File: src/rt_ctrl_pkg.sv
package rt_ctrl_pkg;
    localparam int unsigned CLK_MHZ         = 50;
    localparam int unsigned SOFT_RESET_US   = 5;
    localparam int unsigned SOFT_RESET_CYC  = SOFT_RESET_US * CLK_MHZ;
    localparam int unsigned STOP_WINDOW_US  = 5;
    localparam int unsigned STOP_WINDOW_CYC = STOP_WINDOW_US * CLK_MHZ;

    localparam int unsigned REG_AW   = 5;
    localparam int unsigned REG_DW   = 16;
    localparam int unsigned TABLE_N  = 16;

    localparam logic [4:0] ADDR_CONTROL     = 5'h00;
    localparam logic [4:0] ADDR_STATUS      = 5'h01;
    localparam logic [4:0] ADDR_COMMAND     = 5'h02;
    localparam logic [4:0] ADDR_IRQ_MASK    = 5'h03;
    localparam logic [4:0] ADDR_IRQ_PEND    = 5'h04;
    localparam logic [4:0] ADDR_LOG_PTR     = 5'h05;
    localparam logic [4:0] ADDR_SELF_TEST   = 5'h06;
    localparam logic [4:0] ADDR_TIME_TAG    = 5'h07;
    localparam logic [4:0] ADDR_DESC_PTR    = 5'h08;
    localparam logic [4:0] ADDR_STATUS_BITS = 5'h09;
    localparam logic [4:0] ADDR_TABLE_BASE  = 5'h10;

    localparam int unsigned B_RUN      = 15;
    localparam int unsigned B_TEST     = 14;
    localparam int unsigned B_SOFT_RESET = 13;
    localparam int unsigned B_CHA      = 12;
    localparam int unsigned B_CHB      = 11;
    localparam int unsigned B_EXTCLK   = 10;
    localparam int unsigned B_BUFMODE  = 6;
    localparam int unsigned B_BCAST    = 4;
    localparam int unsigned B_DYN_CTRL = 3;
    localparam int unsigned B_PINGPONG = 2;
    localparam int unsigned B_IRQLOG   = 1;
    localparam int unsigned B_AUTOSTAT = 0;

    localparam logic [15:0] CONTROL_MASK = 16'hFC5F;
    localparam logic [15:0] ZERO16       = 16'h0000;

    localparam int unsigned S_ADDR_HI = 15;
    localparam int unsigned S_ADDR_LO = 10;
    localparam int unsigned S_STD     = 7;
    localparam int unsigned S_EXEC    = 3;
    localparam int unsigned S_PFAIL   = 2;
    localparam int unsigned S_READY   = 1;
    localparam int unsigned S_ACTIVE  = 0;

    // Host command port register offsets (byte addresses)
    localparam logic [3:0] H_ADDR   = 4'h0;
    localparam logic [3:0] H_WDATA  = 4'h4;
    localparam logic [3:0] H_GO     = 4'h8;
    localparam logic [3:0] H_RESULT = 4'hC;
    localparam int unsigned H_GO_WRITE = 0;
    localparam int unsigned H_BUSY     = 16;

    typedef enum logic [1:0] {
        HS_IDLE = 2'b00,
        HS_REQ  = 2'b01,
        HS_DONE = 2'b11
    } host_state_t;
endpackage

File: src/rt_reg_link.sv
`timescale 1ns/10ps
interface rt_reg_link;
    logic        req;
    logic        we;
    logic [4:0]  addr;
    logic [15:0] wdata;
    logic [15:0] rdata;
    logic        ack;
    logic        terminal_active;
    logic        ready_out;

    modport device (
        input  req,
        input  we,
        input  addr,
        input  wdata,
        output rdata,
        output ack,
        output terminal_active,
        output ready_out
    );
    modport host (
        output req,
        output we,
        output addr,
        output wdata,
        input  rdata,
        input  ack,
        input  terminal_active,
        input  ready_out
    );
endinterface

File: src/rt_device_end.sv
// Our own choice: register access over Avalon-MM.
`timescale 1ns/10ps
// How it works
// - 32 word registers; 2, 4, 6 and 10-15 unused, 16-31 table
// - All bits active high, clear on reset
// - Host reconfigures only while run bit clear; control writes are taken with run set too
// - Host stops within 5 us of active
// - Bit 15 starts; writing it clear stops
// - Address parity error blocks run, flags status
// - Bit 14 starts self test; stop first
// - Test and run together: test wins
// - Bit 13 soft reset, 5 us, full clear
// - Soft reset acts only after ready asserted
// - Bits 12/11 enable channels A/B
// - Bit 10 selects external tag clock
// - Bit 6 enables buffer mode
// - Bit 4 broadcast; else 31 is ordinary
// - Bit 3 allows dynamic bus control answer
// - Bit 2 ping-pong, clear means indexing
// - Bit 1 enables interrupt logging
// - Bit 0 auto status transmit in A mode
// - Auto status only with standard select set
module rt_device_end (
    input  wire logic         clk,
    input  wire logic         reset,
    rt_reg_link.device        link,
    input  wire logic [5:0]   terminal_address,
    input  wire logic         standard_select,
    input  wire logic         message_active,
    input  wire logic         self_test_done,
    output logic              run_enable,
    output logic              executing_flag,
    output logic              addr_parity_fail,
    output logic              self_test_request,
    output logic              soft_reset_request,
    output logic              channel_a_enable,
    output logic              channel_b_enable,
    output logic              ext_tag_clock_select,
    output logic              buffer_mode_enable,
    output logic              broadcast_enable,
    output logic              dyn_bus_ctrl_accept,
    output logic              double_buffer_enable,
    output logic              irq_log_enable,
    output logic              auto_status_transmit,
    output logic              std_1553a_mode
);
    typedef struct packed {
        logic [15:0] control;
        logic [15:0] irq_mask;
        logic [15:0] log_ptr;
        logic [15:0] time_tag;
        logic [15:0] desc_ptr;
        logic [15:0] status_bits;
        logic [15:0] rdata;
        logic        ack;
        logic        testing;
        logic        ready;
        logic [5:0]  addr_sync1;
        logic [5:0]  addr_sync2;
        logic [1:0]  std_sync;
        logic [1:0]  active_sync;
        logic [1:0]  done_sync;
    } dev_state_t;

    dev_state_t  s;
    dev_state_t  next_s;
    logic [15:0] table_mem [rt_ctrl_pkg::TABLE_N];
    logic        soft_busy;
    logic        soft_start;
    logic        parity_ok;
    logic        parity_bad;
    logic        write_hit;
    logic [15:0] status_word;

    function automatic logic is_table(input logic [4:0] a);
        return a[4];
    endfunction

    soft_reset_timer soft_reset_timer_i (
        .clk   (clk),
        .reset (reset),
        .start (soft_start),
        .busy  (soft_busy)
    );

    // Odd parity required over address and parity bit
    assign parity_bad = ~(^s.addr_sync2);
    assign parity_ok  = ~parity_bad;
    // Nothing is taken while a soft reset runs
    assign write_hit  = link.req & link.we & ~s.ack & ~soft_busy;
    // Soft reset honoured only once ready has been seen
    assign soft_start = write_hit && link.addr == rt_ctrl_pkg::ADDR_CONTROL
                        && link.wdata[rt_ctrl_pkg::B_SOFT_RESET] && s.ready;

    // Status mirrors pins and live flags; writes are ignored
    always_comb begin
        status_word = rt_ctrl_pkg::ZERO16;
        status_word[rt_ctrl_pkg::S_ADDR_HI:rt_ctrl_pkg::S_ADDR_LO] = s.addr_sync2;
        status_word[rt_ctrl_pkg::S_STD]    = s.std_sync[1];
        status_word[rt_ctrl_pkg::S_EXEC]   = executing_flag;
        status_word[rt_ctrl_pkg::S_PFAIL]  = parity_bad;
        status_word[rt_ctrl_pkg::S_READY]  = s.ready;
        status_word[rt_ctrl_pkg::S_ACTIVE] = s.active_sync[1];
    end

    always_comb begin
        next_s             = s;
        next_s.addr_sync1  = terminal_address;
        next_s.addr_sync2  = s.addr_sync1;
        next_s.std_sync    = {s.std_sync[0], standard_select};
        next_s.active_sync = {s.active_sync[0], message_active};
        next_s.done_sync   = {s.done_sync[0], self_test_done};
        next_s.ack         = link.req & ~s.ack & ~soft_busy;
        // Held requests wait out a soft reset, then get their ack
        if (soft_busy) begin
            next_s = '0;
        end else begin
            next_s.ready = 1'b1;
            if (s.testing && s.done_sync[1]) begin
                next_s.testing = 1'b0;
                next_s.control[rt_ctrl_pkg::B_TEST] = 1'b0;
            end
            if (write_hit && !soft_start) begin
                case (link.addr)
                    rt_ctrl_pkg::ADDR_CONTROL: begin
                        next_s.control = link.wdata & rt_ctrl_pkg::CONTROL_MASK;
                        next_s.control[rt_ctrl_pkg::B_SOFT_RESET] = 1'b0;
                        if (link.wdata[rt_ctrl_pkg::B_TEST]) begin
                            next_s.testing = 1'b1;
                            next_s.control[rt_ctrl_pkg::B_RUN] = 1'b0;
                        end
                    end
                    rt_ctrl_pkg::ADDR_IRQ_MASK:    next_s.irq_mask    = link.wdata;
                    rt_ctrl_pkg::ADDR_LOG_PTR:     next_s.log_ptr     = link.wdata;
                    rt_ctrl_pkg::ADDR_TIME_TAG:    next_s.time_tag    = link.wdata;
                    rt_ctrl_pkg::ADDR_DESC_PTR:    next_s.desc_ptr    = link.wdata;
                    rt_ctrl_pkg::ADDR_STATUS_BITS: next_s.status_bits = link.wdata;
                    default: begin
                    end
                endcase
            end
            // Read data latched at the edge the request is taken
            if (link.req && !s.ack) begin
                if (is_table(link.addr)) begin
                    next_s.rdata = table_mem[link.addr[3:0]];
                end else begin
                    case (link.addr)
                        rt_ctrl_pkg::ADDR_CONTROL:     next_s.rdata = s.control;
                        rt_ctrl_pkg::ADDR_STATUS:      next_s.rdata = status_word;
                        rt_ctrl_pkg::ADDR_IRQ_MASK:    next_s.rdata = s.irq_mask;
                        rt_ctrl_pkg::ADDR_LOG_PTR:     next_s.rdata = s.log_ptr;
                        rt_ctrl_pkg::ADDR_TIME_TAG:    next_s.rdata = s.time_tag;
                        rt_ctrl_pkg::ADDR_DESC_PTR:    next_s.rdata = s.desc_ptr;
                        rt_ctrl_pkg::ADDR_STATUS_BITS: next_s.rdata = s.status_bits;
                        default: begin
                            next_s.rdata = rt_ctrl_pkg::ZERO16;
                        end
                    endcase
                end
            end
        end
    end

    always_ff @(posedge clk or posedge reset) begin
        if (reset) begin
            s <= '0;
        end else begin
            s <= next_s;
        end
    end

    // Table lives outside the packed state; cleared by soft reset too
    always_ff @(posedge clk or posedge reset) begin
        if (reset) begin
            for (int i = 0; i < rt_ctrl_pkg::TABLE_N; i++) begin
                table_mem[i] <= rt_ctrl_pkg::ZERO16;
            end
        end else if (soft_busy) begin
            for (int i = 0; i < rt_ctrl_pkg::TABLE_N; i++) begin
                table_mem[i] <= rt_ctrl_pkg::ZERO16;
            end
        end else if (write_hit && is_table(link.addr)) begin
            table_mem[link.addr[3:0]] <= link.wdata;
        end
    end

    assign link.rdata           = s.rdata;
    assign link.ack             = s.ack;
    assign link.ready_out       = s.ready;
    assign link.terminal_active = s.active_sync[1] & executing_flag;

    // Control fields drive the datapath from the register; channels A/B and auto status are gated
    assign run_enable           = s.control[rt_ctrl_pkg::B_RUN];
    // Parity fault holds off executing_flag and both channels; run_enable still follows the control bit
    assign executing_flag       = run_enable & parity_ok;
    assign addr_parity_fail     = parity_bad;
    assign self_test_request    = s.testing;
    assign soft_reset_request   = soft_busy;
    assign channel_a_enable     = s.control[rt_ctrl_pkg::B_CHA] & parity_ok;
    assign channel_b_enable     = s.control[rt_ctrl_pkg::B_CHB] & parity_ok;
    assign ext_tag_clock_select = s.control[rt_ctrl_pkg::B_EXTCLK];
    assign buffer_mode_enable   = s.control[rt_ctrl_pkg::B_BUFMODE];
    assign broadcast_enable     = s.control[rt_ctrl_pkg::B_BCAST];
    assign dyn_bus_ctrl_accept  = s.control[rt_ctrl_pkg::B_DYN_CTRL];
    assign double_buffer_enable = s.control[rt_ctrl_pkg::B_PINGPONG];
    assign irq_log_enable       = s.control[rt_ctrl_pkg::B_IRQLOG];
    assign std_1553a_mode       = s.std_sync[1];
    assign auto_status_transmit = s.control[rt_ctrl_pkg::B_AUTOSTAT]
                                  & s.std_sync[1];
endmodule

File: src/soft_reset_timer.sv
`timescale 1ns/10ps
module soft_reset_timer (
    input  wire logic clk,
    input  wire logic reset,
    input  wire logic start,
    output logic      busy
);
    typedef struct packed {
        logic [8:0] count;
        logic       busy;
    } timer_state_t;

    timer_state_t s;
    timer_state_t next_s;

    always_comb begin
        next_s = s;
        if (s.busy) begin
            if (s.count == 9'(rt_ctrl_pkg::SOFT_RESET_CYC - 1)) begin
                next_s.busy  = 1'b0;
                next_s.count = 9'h000;
            end else begin
                next_s.count = s.count + 9'h001;
            end
        end else if (start) begin
            next_s.busy = 1'b1;
        end
    end

    always_ff @(posedge clk or posedge reset) begin
        if (reset) begin
            s <= '0;
        end else begin
            s <= next_s;
        end
    end

    assign busy = s.busy;
endmodule

File: src/flat_wrapper.sv
// flat-port wrapper written by rule: the top's interface ports become plain ports
module rt_device_end_flat 
  (clk, reset, terminal_address, standard_select, message_active, self_test_done, run_enable, executing_flag, addr_parity_fail, self_test_request, soft_reset_request, channel_a_enable, channel_b_enable, ext_tag_clock_select, buffer_mode_enable, broadcast_enable, dyn_bus_ctrl_accept, double_buffer_enable, irq_log_enable, auto_status_transmit, std_1553a_mode, link_req, link_we, link_addr, link_wdata, link_rdata, link_ack, link_terminal_active, link_ready_out);
  rt_reg_link link_i ();
  input  wire logic clk;
  input  wire logic reset;
  input  wire logic [5:0] terminal_address;
  input  wire logic standard_select;
  input  wire logic message_active;
  input  wire logic self_test_done;
  output logic run_enable;
  output logic executing_flag;
  output logic addr_parity_fail;
  output logic self_test_request;
  output logic soft_reset_request;
  output logic channel_a_enable;
  output logic channel_b_enable;
  output logic ext_tag_clock_select;
  output logic buffer_mode_enable;
  output logic broadcast_enable;
  output logic dyn_bus_ctrl_accept;
  output logic double_buffer_enable;
  output logic irq_log_enable;
  output logic auto_status_transmit;
  output logic std_1553a_mode;
  input wire logic [$bits(link_i.req)-1:0] link_req;
  input wire logic [$bits(link_i.we)-1:0] link_we;
  input wire logic [$bits(link_i.addr)-1:0] link_addr;
  input wire logic [$bits(link_i.wdata)-1:0] link_wdata;
  output wire logic [$bits(link_i.rdata)-1:0] link_rdata;
  output wire logic [$bits(link_i.ack)-1:0] link_ack;
  output wire logic [$bits(link_i.terminal_active)-1:0] link_terminal_active;
  output wire logic [$bits(link_i.ready_out)-1:0] link_ready_out;
  assign link_i.req = link_req;
  assign link_i.we = link_we;
  assign link_i.addr = link_addr;
  assign link_i.wdata = link_wdata;
  assign link_rdata = link_i.rdata;
  assign link_ack = link_i.ack;
  assign link_terminal_active = link_i.terminal_active;
  assign link_ready_out = link_i.ready_out;
  rt_device_end u_core (.clk(clk), .reset(reset), .link(link_i), .terminal_address(terminal_address), .standard_select(standard_select), .message_active(message_active), .self_test_done(self_test_done), .run_enable(run_enable), .executing_flag(executing_flag), .addr_parity_fail(addr_parity_fail), .self_test_request(self_test_request), .soft_reset_request(soft_reset_request), .channel_a_enable(channel_a_enable), .channel_b_enable(channel_b_enable), .ext_tag_clock_select(ext_tag_clock_select), .buffer_mode_enable(buffer_mode_enable), .broadcast_enable(broadcast_enable), .dyn_bus_ctrl_accept(dyn_bus_ctrl_accept), .double_buffer_enable(double_buffer_enable), .irq_log_enable(irq_log_enable), .auto_status_transmit(auto_status_transmit), .std_1553a_mode(std_1553a_mode));
endmodule
File: config.mk
export PLATFORM = sky130hd
export DESIGN_NAME = rt_device_end_flat
export DESIGN_NICKNAME = d
export VERILOG_FILES = /design/src/rt_ctrl_pkg.sv /design/src/rt_reg_link.sv /design/src/rt_device_end.sv /design/src/soft_reset_timer.sv /design/src/flat_wrapper.sv
export SDC_FILE = /design/constraint.sdc
export NUM_CORES = 1
export LEC_CHECK = 0
export BUFFER_PORTS_ARGS = -buffer_cell sky130_fd_sc_hd__buf_2
export CORE_ASPECT_RATIO = 0.6
export CORE_MARGIN = 2
export CORE_UTILIZATION = 53
export CTS_BUF_LIST = sky130_fd_sc_hd__clkbuf_4 sky130_fd_sc_hd__clkbuf_8
export DETAILED_ROUTE_END_ITERATION = 8
export PLACE_DENSITY_LB_ADDON = 0.08
export SKIP_LAST_GASP = 1
export SLEW_MARGIN = 20
export SYNTH_ARGS = -nofsm -noshare
export SYNTH_HDL_FRONTEND = slang
export SYNTH_HIERARCHICAL = 1
export SYNTH_SLANG_ARGS = --single-unit
File: constraint.sdc
create_clock -name clk -period 22.5 [get_ports clk]
set_input_delay 5.625 -clock clk [delete_from_list [all_inputs] [get_ports clk]]
set_output_delay 5.625 -clock clk [all_outputs]
set_load 0.01 [all_outputs]
## Yosys cells after proc, flatten, opt, wreduce, memory -nomap -nowiden

Cells that the tools add are included.

| storage, ports and cells | value |
|---|---|
| flip-flop bits (word level) | 399 |
| bits of input ports | 34 |
| output and inout port bits | 34 |
| logic and storage cells | 117 |

| operators by class | value |
|---|---|
| add/sub/neg operators | 1 |
| order comparisons | 2 |
| equality and inequality tests | 7 |
| mux-type cells | 32 |
| bitwise operators | 14 |
| reduce and logical (&&, ||, !) cells | 27 |

Operators with widths:

| kind | count |
|---|---|
| $mux 256 | 2 |
| $bwmux 256 | 1 |
| $mux 16 | 11 |
| $mux 112 | 1 |
| $pmux 16 s7 | 1 |
| $mux 96 | 1 |
| $bmux 16 s4 | 1 |
| $demux 16 s4 | 1 |
| $mux 18 | 1 |
| $reduce_bool 2->1 | 9 |
| $reduce_and 2->1 | 6 |
| $and 1x1->1 | 10 |
| $eq 5x3->1 const B | 2 |
| $eq 5x4->1 const B | 2 |
| $mux 1 | 10 |
| $add 9x1->9 const B | 1 |
| $eq 9x8->1 const B | 1 |
| $mux 9 | 1 |
| $logic_and 1x1->1 | 8 |
| $reduce_xor 6->1 | 1 |
| $eq 5x1->1 const B | 1 |
| $eq 5x2->1 const B | 1 |
| $ge 5x5->1 const B | 1 |
| $logic_not 5->1 | 1 |
| other kinds (5) | 8 |

## Logic depth before layout (Yosys ltp)

| logic depth | value |
|---|---|
| depth in word-level cells | 10 |
| mapped depth | 9 |
| gate-level depth less buffers | 5 |

## Modules after synthesis

Netlist, hierarchy kept.

Modules (own cells, without submodules):

| module | instances | cells an instance | area each (µm²) | sequential area each (µm²) |
|---|---|---|---|---|
| rt_device_end | 1 | 1931 | 18350.1 | 9609.2 |
| soft_reset_timer | 1 | 58 | 560.5 | 250.2 |

## Least setup slack after synthesis

Ideal clock, no wire load.

| path | value |
|---|---|
| path kind | input to register |
| start | input link_addr[1] |
| end | register u_core.s, in the netlist u_core/link.rdata[10] |
| setup time | 122 ps |
| arrival | 7251 ps |
| required time | 22378 ps |
| path slack | 15127 ps |
| cell stages on the path | 7 |
| path buffers | 3 |
| path through | buf_2 > buf_2 > buf_1 > mux2_2 > a221oi_1 > nand3_1 > a32o_1 |

| between the ends | value |
|---|---|
| longest elaborated chain between the ends | 7 |
| elaborated cells on any way between the ends | 15 |
| those cells by class | eq/ne: 6; mux: 7; bitwise: 1; reduce/logical: 1 |

RTL lines:

| what | RTL line | source |
|---|---|---|
| start: declaration | flat_wrapper.sv:28 | `input wire logic [$bits(link_i.addr)-1:0] link_addr;` |
| $not 4->5 (implied by the code) | rt_device_end.sv:145 | `next_s.rdata = table_mem[link.addr[3:0]];` |
| $bmux 16 s4 | rt_device_end.sv:145 |  |
| $mux 16 (implied by the code) (2 in a row) | rt_device_end.sv:145 |  |
| $mux 16 * | rt_device_end.sv:144 | `if (is_table(link.addr)) begin` |
| $mux 16 * | rt_device_end.sv:143 | `if (link.req && !s.ack) begin` |
| $mux 112 * | rt_device_end.sv:115 | `if (soft_busy) begin` |
| end signal: assignment | rt_device_end.sv:168 | `s <= next_s;` |
| end: declaration | rt_device_end.sv:65 | `dev_state_t s;` |

Every way passes the cells marked *; elsewhere a longest branch is shown, timed or not. The select of a mux whose other input is x is not followed.
A chain may end at the register's enable or synchronous reset.

## Worst setup path after layout

| path | value |
|---|---|
| start | input link_addr[1] |
| end | register u_core/table_mem[168] (netlist name) |

| between the ends | value |
|---|---|
| longest elaborated chain between the ends | 8 |
| elaborated cells on any way between the ends | 9 |
| those cells by class | order compare: 2; mux: 5; bitwise: 1; reduce/logical: 1 |

RTL lines:

| what | RTL line | source |
|---|---|---|
| $not 4->5 (implied by the code) * | rt_device_end.sv:183 | `table_mem[link.addr[3:0]] <= link.wdata;` |
| $ge 5x5->1 (implied by the code) or $lt 5x1->1 (tied branches) | rt_device_end.sv:183 |  |
| $logic_and 1x1->1 (implied by the code) | rt_device_end.sv:183 |  |
| $mux 16 (implied by the code) | rt_device_end.sv:183 |  |
| $demux 16 s4 * | rt_device_end.sv:183 |  |
| $bwmux 256 * | rt_device_end.sv:183 |  |
| $mux 256 * | rt_device_end.sv:182 | `end else if (write_hit && is_table(link.addr)) begin` |
| $mux 256 * | rt_device_end.sv:178 | `end else if (soft_busy) begin` |
| end signal: indexed assignment | rt_device_end.sv:176 | `table_mem[i] <= rt_ctrl_pkg::ZERO16;` |
| end signal: indexed assignment | rt_device_end.sv:180 | `table_mem[i] <= rt_ctrl_pkg::ZERO16;` |
| end signal: indexed assignment | rt_device_end.sv:183 |  |
| end: declaration | rt_device_end.sv:67 | `logic [15:0] table_mem [rt_ctrl_pkg::TABLE_N];` |

Marks and branches as above.

==> reports/qor.yml <==
core_um2: 35100
cts_made_buffers: 58
seq_area_frac_synth: 0.521
synthCells: 1989
synth_top_area_share: 0.521
ios: 68
yosysMostFrequentCell: "nand2_1"
synth_area_um2: 18900
stdcell_count: 2470
die_h_um: 150
grt_max_degree: 146
slew_violations: 0
cts_hold_buf: 0
grt-ovfl-total: 0
die_w_um: 248
drcViolationCount: 0
grt.busiest_layer: "met1"
numPortBuffers: 67
dieArea_um2: 37300
hold_viol_final: 0
placed_area_um2: 19100
routed-via-count: 15300
skew_ns: 0.0440
fillers: 3100
worst_slew_pin_slew_ns: 1.12
gr-usage-met2: 0.442
status: "finished clean"
synthArstFlopShare: 1.00
initial_utilization: 0.539
grt.total_usage: 0.321
slew_headroom: 0.250
finalSetupViolCount: 0
vdd_drop_max_mv: 0.0542
final_antenna_net_count: 0
fin_crit_sh: 0.371
grt_pass1_vias: 14800
synth_top_area_cell: "dfrtp_1"
ys_ff_latch: 394
area.growth.synth_to_final_pct: 7.46
syn-num-nets: 2025
yosys-top-cells-count: "693 x nand2_1, 394 x dfrtp_1, 332 x a21oi_1"
worstSetupStartpointType: "primary input"
cp.required_ns: 22.96
synth_flop_cell: "dfrtp_1"
rsz0062_at_grt: "false"
clk_pin_slew_ns: 0.07
worst_slack_ns: 14.14
met3_usage: 0.0745
vias_per_cell: 6.21
routabilityCongestion: 0.837
clock-sinks: 394
grt_pass1_wl_um: 90100
cts_resized: 0
preCtsSetupSlack_ns: 13.63
drv_cap: 0
dpl.cell_count: 2365
yosys-top-cells-area: "dfrtp_1 52%, nand2_1 14%, a21oi_1 8.8%, mux4_2 6.7%, a22oi_1 1.8%"
cts_max_level: 2
routedWlPerCell_um: 23.7
nets: 1994
rows: 53
cts-root-buf: "clkbuf_8"
post-cts-setup-buffers: 0
drt_iter0_drc: 2004
power.leakage_nw: 8.77
worstSkewPairLatency_ns: 0.65
antenna_found_initial: 0
synth.distinct_cells: 64
cts_tree: "yes"
layout-drive-gt1-share: 0.153
total_power_w: 0.00158
arrival_ns: 8.82
power.density_nw_per_um2: 77.8
path_max_fanout: 47
fin_crit_ns: 8.36
clock.fmax_ghz: 0.120
use_met1: 0.501
synth-edff-count: 0
syn_area_per_cell_um2: 9.51
crit_type: "primary input to flop"
yosys_warnings: 6
fin_setup_tns_ns: 0
min_path_type: "flop to flop"
drt-pass1-iter-count: 6
final_cell_area_um2: 20300
dp_hpwl_um: 36300
clockBufferDepth: 3
endpoint_kind: "flop"
drt_wl_total_um: 58500
## logic make-up after synthesis
| kind of cell | after synthesis | share of synthesized area |
|---|---|---|
| buf+inv | 190 | 0.0499 |
| compound gates | 447 | 0.137 |
| fa+ha+maj | 2 | 0.00132 |
| xor+xnor | 5 | 0.00304 |
| mux | 95 | 0.0885 |
| flops | 394 | 0.521 |
| simple gates | 856 | 0.198 |
## cells in the final DEF, fill, tap and decap left out, types with 7 or more instances in the layout
master / count
nand3_1: 25
a21oi_1: 331
mux2_2: 17
clkbuf_8: 71
buf_4: 21
dfrtp_1: 393
nand2_1: 693
buf_2: 65
a22oi_1: 46
nor3_4: 14
inv_1: 10
a221oi_1: 19
nor2b_1: 22
and2_1: 7
clkbuf_4: 23
mux4_2: 56
nor2_2: 7
a32o_1: 7
mux2i_1: 22
clkinv_2: 7
nor2_1: 30
a221o_1: 10
o21ai_0: 12
nand4_1: 7
## report_power, final
| part | switching (W) | internal (W) | leakage (nW) |
|---|---|---|---|
| logic | 0.000122 | 0.0000620 | 2.73 |
| registers | 0.0000334 | 0.000755 | 5.39 |
| clock network | 0.000285 | 0.000322 | 0.648 |
## stage by stage
| stage | utilization | hold WS (ns) |
|---|---|---|
| 2_1_floorplan | - | 0.439 |
| 3_3_place_gp | 0.545 | 0.442 |
| 3_5_place_dp | 0.545 | 0.452 |
| 4_1_cts | 0.579 | 0.459 |
| 5_1_grt | 0.579 | 0.469 |
| 6_report | 0.579 | 0.455 |
## worst max-delay path: stages
cell and delay (ns):
buf_4 0.27, buf_4 0.43, nand2b_1 0.49, nor2_1 0.86, nand2_1 0.77, nand2_1 0.25, a21oi_1 0.09
## registers in the layout, summed over array words and instances, names as in the netlist, 9 cells and up
name,cells
u_core/s,101
u_core/soft_reset_timer_i/s,9
u_core/link.rdata,16
u_core/table_mem,256
## cell type report
cell class / instances / area (um2) / share of cell area
flip-flops and latches: 394 / 9860 / 0.485
inverters: 13 / 61.3 / 0.00302
clock inverters: 10 / 58.8 / 0.00289
multi-input cells: 1405 / 8120 / 0.400
repair buffers: 86 / 483 / 0.0238
clock buffers: 94 / 1150 / 0.0566
diodes: 1 / 2.50 / 0.000123
well taps: 467 / 584 / 0.0288
## metal layers
layer | wire, um | part of all wire
met1 | 26300 | 0.45
met3 | 6030 | 0.10
met4 | 1590 | 0.027
met5 | 0 | 0
met2 | 24600 | 0.42
## final timing paths
| check | startpoint | cells after the start | slack, ns | endpoint |
|---|---|---|---|---|
| worst max-delay path | link_addr[1] | 7 | 14.14 | u_core/table_mem[168] |
| worst min-delay path | u_core/s[13] | 1 | 0.46 | u_core/s[7] |
| worst max register to register | u_core/soft_reset_timer_i/busy | 4 | 19.09 | u_core/table_mem[69] |
| worst min register to register | u_core/s[13] | 1 | 0.46 | u_core/s[7] |
| max in group asynchronous | reset | 4 | 15.12 | u_core/table_mem[150] |
| min in group asynchronous | reset | 2 | 5.05 | u_core/soft_reset_timer_i/s[1] |
Power figures use the tool's default switching activity.
